**src/sgm_pkg.sv**
```systemverilog
// constants, codes and carrier types of the gauge and pin function block
package sgm_pkg;
  localparam int unsigned CLK_HZ = 20_000_000;
  localparam int unsigned GATE_MS = 1000;
  localparam int unsigned GATE_CYC = GATE_MS * (CLK_HZ / 1000);
  localparam int unsigned PWM_HZ = 1000;
  localparam int unsigned PWM_STEPS = 100;
  localparam int unsigned PWM_DIV = CLK_HZ / (PWM_HZ * PWM_STEPS);
  localparam int unsigned NPIN = 14;
  localparam int unsigned GAIN_SHIFT = 10;
  localparam logic [15:0] LO_LIMIT_RST = 16'h7000;
  // register byte offsets
  localparam logic [7:0] OFS_CTRL = 8'h00;
  localparam logic [7:0] OFS_SOC = 8'h04;
  localparam logic [7:0] OFS_CAL_LO = 8'h08;
  localparam logic [7:0] OFS_CAL_HI = 8'h0C;
  localparam logic [7:0] OFS_DEADZONE = 8'h10;
  localparam logic [7:0] OFS_DUTY_CFG = 8'h14;
  localparam logic [7:0] OFS_STORED_SOC = 8'h18;
  localparam logic [7:0] OFS_CURRENT = 8'h1C;
  localparam logic [7:0] OFS_PULSE_CNT = 8'h20;
  localparam logic [7:0] OFS_PULSE_FREQ = 8'h24;
  localparam logic [7:0] OFS_PIN_LEVEL = 8'h28;
  localparam logic [7:0] OFS_DUTY_NOW = 8'h2C;
  localparam logic [7:0] OFS_PIN_FUNC = 8'h40;
  // control register fields and the bit position of the duty maximum field
  localparam int unsigned CTRL_REVERSE = 0;
  localparam int unsigned CTRL_ZERO = 1;
  localparam int unsigned CTRL_LOAD = 2;
  localparam int unsigned CTRL_REJECT = 8;
  localparam int unsigned DUTY_MAX_LSB = 8;
  // reset values and full-scale percentage
  localparam logic [6:0] SOC_RST = 7'h00;
  localparam logic [6:0] PCT_FULL = 7'h64;
  localparam logic [15:0] CAL_RST = 16'h0400;
  localparam logic [15:0] DEADZONE_RST = 16'h0003;
  localparam logic [6:0] DUTY_MIN_RST = 7'h00;
  localparam logic [6:0] DUTY_MAX_RST = 7'h64;
  // pin indices: 0..4 open drain, 5..13 low power
  localparam int unsigned PIN_HEATER = 0;
  localparam int unsigned PIN_LOW_BATTERY = 1;
  localparam int unsigned PIN_BUZZER = 2;
  localparam int unsigned PIN_CHARGE_IND = 3;
  localparam int unsigned PIN_CHARGER = 4;
  localparam int unsigned PIN_FAST_CHARGE = 5;
  localparam int unsigned PIN_MAINS_SENSE = 6;
  localparam int unsigned PIN_IGNITION = 7;
  localparam int unsigned PIN_GAUGE = 8;
  localparam int unsigned PIN_SPEED = 9;
  localparam int unsigned PIN_INPUT0 = 10;
  localparam int unsigned PIN_INPUT3 = 13;
  typedef enum logic [2:0] {
    FN_NONE = 3'h0,
    FN_OUT_OFF = 3'h1,
    FN_OUT_ON = 3'h2,
    FN_INPUT = 3'h3,
    FN_SOC_PWM = 3'h4,
    FN_PULSE = 3'h5,
    FN_CSENSE = 3'h6
  } sgm_func_t;
  typedef struct packed {
    logic valid;
    logic signed [15:0] lo;
    logic signed [15:0] hi;
  } sgm_sensor_t;
endpackage

```
**src/sgm_top.sv**
```systemverilog
// state-of-charge gauge, current conditioning and remappable pin functions
`timescale 1ns/1ps
`default_nettype none
module sgm_top #(
  parameter int unsigned GATE_CYC = sgm_pkg::GATE_CYC, // frequency gate in cycles
  parameter logic [15:0] LO_LIMIT = sgm_pkg::LO_LIMIT_RST // low range limit
) (
  input wire logic clk_i, // 20 MHz clock
  input wire logic srst_i, // synchronous reset, high
  input wire logic [7:0] avs_address_i, // byte address
  input wire logic avs_read_i, // read request
  input wire logic avs_write_i, // write request
  input wire logic [3:0] avs_byteenable_i, // byte lanes
  input wire logic [31:0] avs_writedata_i, // write data
  output logic [31:0] avs_readdata_o, // read data
  output logic avs_waitrequest_o, // stall
  input wire sgm_pkg::sgm_sensor_t sens_i, // converted sensor sample
  input wire logic [sgm_pkg::NPIN-1:0] pad_in_i, // pin levels
  output logic [sgm_pkg::NPIN-1:0] pad_out_o, // pin drive level
  output logic [sgm_pkg::NPIN-1:0] pad_oe_n_o // pin enable, low drives
);
  import sgm_pkg::*;

  logic [31:0] wmask, mdata;
  logic wr_fire, wr_ctrl;
  logic [6:0] soc, stored_soc, dmin, dmax, duty;
  logic [15:0] cal_lo, cal_hi, deadzone;
  logic signed [15:0] offset, current;
  logic reverse, reject;
  sgm_func_t func [NPIN];
  logic [NPIN-1:0] sync1, sync2;
  logic [15:0] pulse_cnt, win_edges, pulse_freq;
  logic [31:0] gate_cnt;
  logic speed_prev, pwm_q, cs_on;
  logic [15:0] pwm_div;
  logic [6:0] pwm_step;
  logic [31:0] rd_mux;

  assign wmask = {{8{avs_byteenable_i[3]}}, {8{avs_byteenable_i[2]}},
                  {8{avs_byteenable_i[1]}}, {8{avs_byteenable_i[0]}}};
  assign mdata = avs_writedata_i & wmask;
  // a write lands only on the edge where the master sees waitrequest low
  assign wr_fire = avs_write_i & ~avs_waitrequest_o;
  assign wr_ctrl = wr_fire & (avs_address_i == OFS_CTRL);

  function automatic logic [6:0] pct(input logic [7:0] v);
    pct = (v > {1'b0, PCT_FULL}) ? PCT_FULL : v[6:0];
  endfunction

  // one wait state per transfer keeps read data registered
  always_ff @(posedge clk_i)
  begin
    if (srst_i)
      avs_waitrequest_o <= 1'b1;
    else if ((avs_read_i | avs_write_i) & avs_waitrequest_o)
      avs_waitrequest_o <= 1'b0;
    else
      avs_waitrequest_o <= 1'b1;
  end

  always_ff @(posedge clk_i)
  begin
    if (srst_i)
      avs_readdata_o <= 32'h0000_0000;
    else if (avs_read_i & avs_waitrequest_o)
      avs_readdata_o <= rd_mux;
  end

  always_comb
  begin
    rd_mux = 32'h0000_0000;
    case (avs_address_i)
      OFS_CTRL: rd_mux = {23'h0, reject, 7'h0, reverse};
      OFS_SOC: rd_mux = {25'h0, soc};
      OFS_CAL_LO: rd_mux = {16'h0, cal_lo};
      OFS_CAL_HI: rd_mux = {16'h0, cal_hi};
      OFS_DEADZONE: rd_mux = {16'h0, deadzone};
      OFS_DUTY_CFG: rd_mux = {17'h0, dmax, 1'b0, dmin};
      OFS_STORED_SOC: rd_mux = {25'h0, stored_soc};
      OFS_CURRENT: rd_mux = {{16{current[15]}}, current};
      OFS_PULSE_CNT: rd_mux = {16'h0, pulse_cnt};
      OFS_PULSE_FREQ: rd_mux = {16'h0, pulse_freq};
      OFS_PIN_LEVEL: rd_mux = {18'h0, sync2};
      OFS_DUTY_NOW: rd_mux = {25'h0, duty};
      default:
      begin
        for (int i = 0; i < NPIN; i++)
          if (avs_address_i == OFS_PIN_FUNC + 8'(4 * i))
            rd_mux = {29'h0, func[i]};
      end
    endcase
  end

  // configuration registers
  always_ff @(posedge clk_i)
  begin
    if (srst_i)
    begin
      cal_lo <= CAL_RST;
      cal_hi <= CAL_RST;
      deadzone <= DEADZONE_RST;
      dmin <= DUTY_MIN_RST;
      dmax <= DUTY_MAX_RST;
      stored_soc <= SOC_RST;
      reverse <= 1'b0;
    end
    else if (wr_fire)
    begin
      case (avs_address_i)
        OFS_CAL_LO: cal_lo <= (cal_lo & ~wmask[15:0]) | mdata[15:0];
        OFS_CAL_HI: cal_hi <= (cal_hi & ~wmask[15:0]) | mdata[15:0];
        OFS_DEADZONE: deadzone <= (deadzone & ~wmask[15:0]) | mdata[15:0];
        OFS_DUTY_CFG:
        begin
          dmin <= pct(({1'b0, dmin} & ~wmask[7:0]) | mdata[7:0]);
          dmax <= pct(({1'b0, dmax} & ~wmask[15:8]) | mdata[15:8]);
        end
        OFS_STORED_SOC: stored_soc <= pct(({1'b0, stored_soc} & ~wmask[7:0]) | mdata[7:0]);
        OFS_CTRL: reverse <= avs_byteenable_i[0] ? avs_writedata_i[CTRL_REVERSE] : reverse;
        default: ;
      endcase
    end
  end

  always_ff @(posedge clk_i)
  begin
    if (srst_i)
      soc <= SOC_RST;
    else if (wr_ctrl & mdata[CTRL_LOAD])
      soc <= stored_soc;
    else if (wr_fire & (avs_address_i == OFS_SOC) & avs_byteenable_i[0])
      soc <= pct(avs_writedata_i[7:0]);
  end

  a_soc_reset: assert property (@(posedge clk_i) disable iff (srst_i) $fell(srst_i) |-> soc == SOC_RST)
    else $error("charge not zero after reset");
  a_soc_write: assert property (@(posedge clk_i) disable iff (srst_i)
    wr_fire && avs_address_i == OFS_SOC && avs_byteenable_i[0] |=> soc == pct($past(avs_writedata_i[7:0])))
    else $error("written charge not held");
  a_cfg_load: assert property (@(posedge clk_i) disable iff (srst_i)
    wr_ctrl && mdata[CTRL_LOAD] |=> soc == $past(stored_soc))
    else $error("stored charge not applied");

  // current path; the range switch keeps resolution near zero
  logic [15:0] mag_lo, dmag;
  logic sel_hi, in_dz;
  logic signed [15:0] raw, scaled, diff, dir;
  logic signed [32:0] prod;
  assign mag_lo = sens_i.lo[15] ? 16'(-sens_i.lo) : sens_i.lo;
  assign sel_hi = mag_lo > LO_LIMIT;
  assign raw = sel_hi ? sens_i.hi : sens_i.lo;
  assign prod = raw * $signed({1'b0, sel_hi ? cal_hi : cal_lo});
  assign scaled = prod[GAIN_SHIFT +: 16];
  assign diff = 16'(scaled - offset);
  assign dmag = diff[15] ? 16'(-diff) : diff;
  assign in_dz = dmag <= deadzone;
  assign dir = reverse ? 16'(-diff) : diff;
  assign cs_on = (func[PIN_INPUT0] == FN_CSENSE);

  always_ff @(posedge clk_i)
  begin
    if (srst_i)
      offset <= 16'sh0000;
    else if (wr_ctrl & mdata[CTRL_ZERO])
      offset <= scaled;
  end

  always_ff @(posedge clk_i)
  begin
    if (srst_i | ~cs_on)
      current <= 16'sh0000;
    else if (sens_i.valid)
      current <= in_dz ? 16'sh0000 : dir;
  end

  a_zero_cmd: assert property (@(posedge clk_i) disable iff (srst_i)
    wr_ctrl && mdata[CTRL_ZERO] |=> offset == $past(scaled))
    else $error("offset not captured");
  a_dead_zone: assert property (@(posedge clk_i) disable iff (srst_i)
    cs_on && sens_i.valid && in_dz |=> current == 16'sh0000)
    else $error("deadzone reading not zero");
  a_reverse_sign: assert property (@(posedge clk_i) disable iff (srst_i)
    cs_on && sens_i.valid && !in_dz && reverse |=> current == 16'(-$past(diff)))
    else $error("reverse sign wrong");

  logic signed [8:0] span;
  logic signed [16:0] prod_d, quot;
  logic signed [9:0] next_duty;
  assign span = $signed({2'b0, dmax}) - $signed({2'b0, dmin});
  assign prod_d = span * $signed({1'b0, soc});
  assign quot = prod_d / $signed({10'h0, PCT_FULL});
  assign next_duty = $signed({3'b0, dmin}) + quot[9:0];

  always_ff @(posedge clk_i)
  begin
    if (srst_i)
      duty <= DUTY_MIN_RST;
    else
      duty <= next_duty[6:0];
  end

  a_duty_min: assert property (@(posedge clk_i) disable iff (srst_i) soc == SOC_RST |=> duty == $past(dmin))
    else $error("duty not minimum at empty");
  a_duty_range: assert property (@(posedge clk_i) disable iff (srst_i)
    $past(srst_i) == 1'b0 |->
      ((duty >= $past(dmin) && duty <= $past(dmax)) || (duty <= $past(dmin) && duty >= $past(dmax)))
      && ($past(soc) != PCT_FULL || duty == $past(dmax)))
    else $error("duty outside range");

  // gauge PWM, 100 steps per period
  always_ff @(posedge clk_i)
  begin
    if (srst_i)
    begin
      pwm_div <= 16'h0000;
      pwm_step <= 7'h00;
      pwm_q <= 1'b0;
    end
    else
    begin
      pwm_q <= pwm_step < duty;
      if (pwm_div == 16'(PWM_DIV - 1))
      begin
        pwm_div <= 16'h0000;
        pwm_step <= (pwm_step == 7'(PWM_STEPS - 1)) ? 7'h00 : pwm_step + 7'h01;
      end
      else
        pwm_div <= pwm_div + 16'h0001;
    end
  end

  always_ff @(posedge clk_i)
  begin
    if (srst_i)
    begin
      sync1 <= '0;
      sync2 <= '0;
    end
    else
    begin
      sync1 <= pad_in_i;
      sync2 <= sync1;
    end
  end

  always_ff @(posedge clk_i)
  begin
    if (srst_i | (func[PIN_SPEED] != FN_PULSE))
    begin
      speed_prev <= 1'b0;
      pulse_cnt <= 16'h0000;
      win_edges <= 16'h0000;
      pulse_freq <= 16'h0000;
      gate_cnt <= 32'h0000_0000;
    end
    else
    begin
      speed_prev <= sync2[PIN_SPEED];
      if (sync2[PIN_SPEED] & ~speed_prev)
        pulse_cnt <= pulse_cnt + 16'h0001;
      if (gate_cnt == GATE_CYC - 1)
      begin
        gate_cnt <= 32'h0000_0000;
        pulse_freq <= win_edges + 16'(sync2[PIN_SPEED] & ~speed_prev);
        win_edges <= 16'h0000;
      end
      else
      begin
        gate_cnt <= gate_cnt + 32'h0000_0001;
        win_edges <= win_edges + 16'(sync2[PIN_SPEED] & ~speed_prev);
      end
    end
  end

  // pin function assignment
  logic [3:0] fidx;
  logic fsel, od_pin, is_in, legal, in_grp;
  sgm_func_t fcode;
  assign fidx = 4'((avs_address_i - OFS_PIN_FUNC) >> 2);
  assign fsel = wr_fire & avs_byteenable_i[0] & (avs_address_i >= OFS_PIN_FUNC) & (avs_address_i[1:0] == 2'h0)
                & (avs_address_i < OFS_PIN_FUNC + 8'(4 * NPIN));
  assign fcode = sgm_func_t'(avs_writedata_i[2:0]);
  assign od_pin = fidx <= 4'(PIN_CHARGER);
  assign in_grp = fidx >= 4'(PIN_INPUT0);
  assign is_in = (fcode == FN_INPUT) | (fcode == FN_PULSE) | (fcode == FN_CSENSE);
  // legality of a code on a pin
  assign legal = (avs_writedata_i[2:0] <= FN_CSENSE) & ~(od_pin & is_in)
                 & ((fcode != FN_SOC_PWM) | (fidx == 4'(PIN_GAUGE)))
                 & ((fcode != FN_PULSE) | (fidx == 4'(PIN_SPEED)))
                 & ((fcode != FN_CSENSE) | in_grp);

  always_ff @(posedge clk_i)
  begin
    if (srst_i)
    begin
      for (int i = 0; i < NPIN; i++)
        func[i] <= FN_NONE;
    end
    else if (fsel & legal)
    begin
      // sensor function spreads to all inputs
      if (fcode == FN_CSENSE)
      begin
        for (int i = PIN_INPUT0; i <= PIN_INPUT3; i++)
          func[i] <= FN_CSENSE;
      end
      // leaving sensor function clears the group
      else if (in_grp & (func[fidx] == FN_CSENSE))
      begin
        for (int i = PIN_INPUT0; i <= PIN_INPUT3; i++)
          func[i] <= FN_NONE;
        func[fidx] <= fcode;
      end
      else
        func[fidx] <= fcode;
    end
  end

  // refused assignment flag; a refusal in the clearing cycle still sets it
  always_ff @(posedge clk_i)
  begin
    if (srst_i)
      reject <= 1'b0;
    else if (fsel & ~legal)
      reject <= 1'b1;
    else if (wr_ctrl & mdata[CTRL_REJECT])
      reject <= 1'b0;
  end

  a_sense_group: assert property (@(posedge clk_i) disable iff (srst_i)
    (func[PIN_INPUT0] == FN_CSENSE) == (func[PIN_INPUT0 + 1] == FN_CSENSE)
    && (func[PIN_INPUT0] == FN_CSENSE) == (func[PIN_INPUT0 + 2] == FN_CSENSE)
    && (func[PIN_INPUT0] == FN_CSENSE) == (func[PIN_INPUT3] == FN_CSENSE))
    else $error("sensor group inconsistent");
  a_sense_leave: assert property (@(posedge clk_i) disable iff (srst_i)
    fsel && legal && in_grp && fcode != FN_CSENSE && func[fidx] == FN_CSENSE |=> !cs_on)
    else $error("sensor function not removed");

  for (genvar g = 0; g < NPIN; g++)
  begin : g_pin
    logic act, lvl;
    always_comb
    begin
      act = 1'b1;
      lvl = 1'b0;
      case (func[g])
        FN_OUT_OFF: lvl = 1'b0;
        FN_OUT_ON: lvl = 1'b1;
        FN_SOC_PWM: lvl = pwm_q;
        default: act = 1'b0;
      endcase
    end
    always_ff @(posedge clk_i)
    begin
      if (srst_i)
      begin
        pad_out_o[g] <= 1'b0;
        pad_oe_n_o[g] <= 1'b1;
      end
      else if (g <= PIN_CHARGER)
      begin
        // open drain only sinks; on means pulled low
        pad_out_o[g] <= 1'b0;
        pad_oe_n_o[g] <= ~(act & lvl);
      end
      else
      begin
        pad_out_o[g] <= lvl;
        pad_oe_n_o[g] <= ~act;
      end
    end
    if (g <= PIN_CHARGER)
    begin : g_od
      a_od_noinput: assert property (@(posedge clk_i) disable iff (srst_i)
        func[g] != FN_INPUT && func[g] != FN_PULSE && func[g] != FN_CSENSE)
        else $error("input function on open drain pin");
    end
    if (g != PIN_GAUGE)
    begin : g_npwm
      a_pwm_gauge: assert property (@(posedge clk_i) disable iff (srst_i) func[g] != FN_SOC_PWM)
        else $error("charge PWM on wrong pin");
    end
  end
endmodule
`default_nettype wire

```
**config.mk**
```make
export PLATFORM = sky130hd
export DESIGN_NAME = sgm_top
export DESIGN_NICKNAME = d
export VERILOG_FILES = /design/src/sgm_pkg.sv /design/src/sgm_top.sv
export SDC_FILE = /design/constraint.sdc
export NUM_CORES = 2
export LEC_CHECK = 0
export BUFFER_PORTS_ARGS = -buffer_cell sky130_fd_sc_hd__buf_2
export CAP_MARGIN = 30
export CORE_MARGIN = 2
export CORE_UTILIZATION = 60
export CTS_BUF_LIST = sky130_fd_sc_hd__clkbuf_8
export CTS_CLUSTER_DIAMETER = 30
export DETAILED_ROUTE_END_ITERATION = 10
export GPL_ROUTABILITY_DRIVEN = 0
export PLACE_DENSITY = 0.81
export SETUP_SLACK_MARGIN = 0.2
export SLEW_MARGIN = 5
export SYNTH_ARGS = -nofsm -noshare
export SYNTH_HDL_FRONTEND = slang
export SYNTH_SLANG_ARGS = --single-unit
```
**constraint.sdc**
```tcl
create_clock -name clk_i -period 17.9 [get_ports clk_i]
set_clock_uncertainty 0.2 [all_clocks]
set_input_delay 1.79 -clock clk_i [delete_from_list [all_inputs] [get_ports clk_i]]
set_output_delay 1.79 -clock clk_i [all_outputs]
set_load 0.02 [all_outputs]
```
==> flow_summary.json <==
{
  "status": "finished clean",
  "slew_headroom_pct": 29.69,
  "htree_levels": 3,
  "setup_viol": 0,
  "cts_made_buffers": 77,
  "crit_path_top_delay_cell": "fa_1",
  "slew_violations": 0,
  "area_delta_synth_final_pct": 9.957,
  "max_cap_viol_count": 0,
  "synthTopCellsByArea": "dfxtp_1, fa_1, ha_1, nand2_1, edfxtp_1",
  "grt_pass1_wl_mm": 125.0,
  "syn_area_um2": 29010,
  "worst-path-max-fanout": 13,
  "ys_seq_elements": 339,
  "rsz0062_at_grt": "false",
  "tightest_slew_ps": 1055,
  "yosysSeqAreaShare_pct": 25.05,
  "core_area_um2": 47750,
  "postCtsSetupRepairBufs": 0,
  "grt_pass1_vias": 24550,
  "layout_commonest_cell": "nand2_1",
  "peakVddDrop_v": 0.00004804,
  "dpl.cell_count": 4054,
  "layout-drive-gt1-share_pct": 11.33,
  "rows": 80,
  "postLayoutCoreUtil_pct": 66.82,
  "ys_warn_count": 0,
  "slowest_delay_ps": 590,
  "avgSynthCellArea_um2": 8.499,
  "fin_crit_sh_pct": 82.79,
  "setup_slack_ps": 3081,
  "layout_common_cells": "nand2_1, nor2_1, inv_1",
  "port_buffers": 132,
  "final_cell_count_no_fill": 4201,
  "viasPerCell": 5.998,
  "worstPathArrival_ps": 15110,
  "post-place-ws_ps": 2715,
  "synth_cell_types": 117,
  "crit_required_ps": 18190,
  "tns_ps": 0,
  "antenna_found_initial": 7,
  "period_needed_ps": 14820,
  "dr_wl_met2_mm": 34.44,
  "finalHoldViolCount": 0,
  "postCtsHoldBufs": 0,
  "power_density_nw_per_um2": 74.48,
  "crit_path_end_kind": "flip-flop",
  "top_layer": "met5",
  "hold_class": "flip-flop to flip-flop",
  "m1WireLength_mm": 31.51,
  "drt-total-wl_mm": 76.87,
  "grt.overflow.total": 0,
  "ioPinCount": 156,
  "hpwl_mm": 58.17,
  "die_w_um": 223.9,
  "power.leakage_nw": 13.65,
  "crit_path_frequent_cell": "a21o_1",
  "yosys.area.top_type": "dfxtp_1",
  "synth_edf_count": 48,
  "ant_nets": 0,
  "met3_length_mm": 7.976,
  "cp-start-kind": "flip-flop",
  "root_buffer": "clkbuf_8",
  "drtIter0Drc": 2541,
  "vias": 25200,
  "clk_latency_ps": 650,
  "grt_max_degree": 83,
  "post_drt_wl_per_cell_um": 18.30,
  "netlist.area_leader.share_pct": 20.08,
  "nets": 4022,
  "grt_usage_pct": 31.06,
  "drc": 0,
  "worstSetupPathType": "flip-flop to flip-flop",
  "cts_tree": "built",
  "dieHeight_um": 223.9,
  "clock_path_buffers": 3,
  "max_freq_ghz": 0.06748,
  "post_cts_resized": 0,
  "synth-async-reset-ratio_pct": 0,
  "drtPass1Iterations": 8,
  "syn_inst": 3414,
  "initial_core_util_pct": 60.77,
  "dieArea_um2": 50130,
  "cts.sinks": 339,
  "ys_dominant_reg_cell": "dfxtp_1",
  "clkSlewWorstSetupHoldPaths_ps": 60
}
[routing by layer]
layer  track usage (%)  vias up
li1                  -    11780
met1             40.99    11900
met2             49.21     1291
met3             7.450      221
met4             12.54        8
met5                 0        -
[cells by family (layout without fill, tap and decap cells)]
logic type	after synthesis	count (layout)	synth area share, %
other	1	23	0.01292
buffers and inverters	513	663	6.973
and+or+nand+nor	1247	1247	19.96
xor gates and xnor gates	181	181	5.688
DFF	339	339	25.05
adders and majority gates	410	410	23.61
muxes	85	85	3.122
AOI/OAI and AO/OA	638	638	15.58
[per-stage QoR]
step                hold WS (ps)  total power, mW  instance area, µm²
finish                     235.3            2.376               31900
global route               245.7            2.493               31900
CTS                        234.0            2.379               31880
detailed placement         224.6            1.400               30120
global placement           221.9            1.382               30050
floorplan                  213.8            1.248               29080
[report_power, final]
part	switching, mW	internal, mW	total [mW]
registers	0.0120	0.788	0.800
clock network	0.390	0.588	0.977
logic	0.354	0.245	0.599
total	0.756	1.62	2.38
[final cells by class]
| class | instances | area (µm²) |
|---|---|---|
| clock inverter | 54 | 565.5 |
| multi-input combinational | 2580 | 19820 |
| sequential | 339 | 7267 |
| timing repair buffer | 163 | 925.9 |
| tap | 615 | 769.5 |
| inverter | 359 | 1348 |
| clock buffer | 87 | 1197 |
| fill | 3826 | 15840 |
| antenna | 4 | 10.01 |
[worst paths after layout]
path / from / endpoint / slack [ps] / depth (start not counted)
setup / recovery: dmin[1] / duty[6] / 3080 / 54
hold / removal: sync1[12] / sync2[12] / 240 / 1
setup reg to reg: dmin[1] / duty[6] / 3080 / 54
hold reg to reg: sync1[12] / sync2[12] / 240 / 1
[worst max-delay path: cells and delay by family (launching register included)]
family,cells,cell delay (ps)
AOI/OAI and AO/OA,31,7970
xor gates and xnor gates,3,450
adders and majority gates,8,3680
buffers and inverters,4,280
DFF,1,490
muxes,1,390
and+or+nand+nor,7,1180
[synth_stat cells (12+ instances only)]
cell type  number
buf_1          12
a211oi_1       25
mux2_2         30
nand3_1        83
edfxtp_1       48
buf_4          21
clkbuf_1      116
ha_1          177
inv_1         358
xnor2_1        87
nand2b_1       33
and3_1         26
nor3_1         75
nor2b_1        74
a21oi_1       178
or3_1          22
o21a_1         15
o21ai_0        92
a22oi_1        49
dfxtp_1       291
or2_2          16
a21o_1         56
nor4_1         17
xor2_1         88
mux2i_1        53
o211ai_1       25
a22o_1         20
nor2_1        383
a31oi_1        25
nand4_1        21
fa_1          230
nand2_1       390
a221oi_1       25
and2_1         53
(Power assumes the default switching activity.)
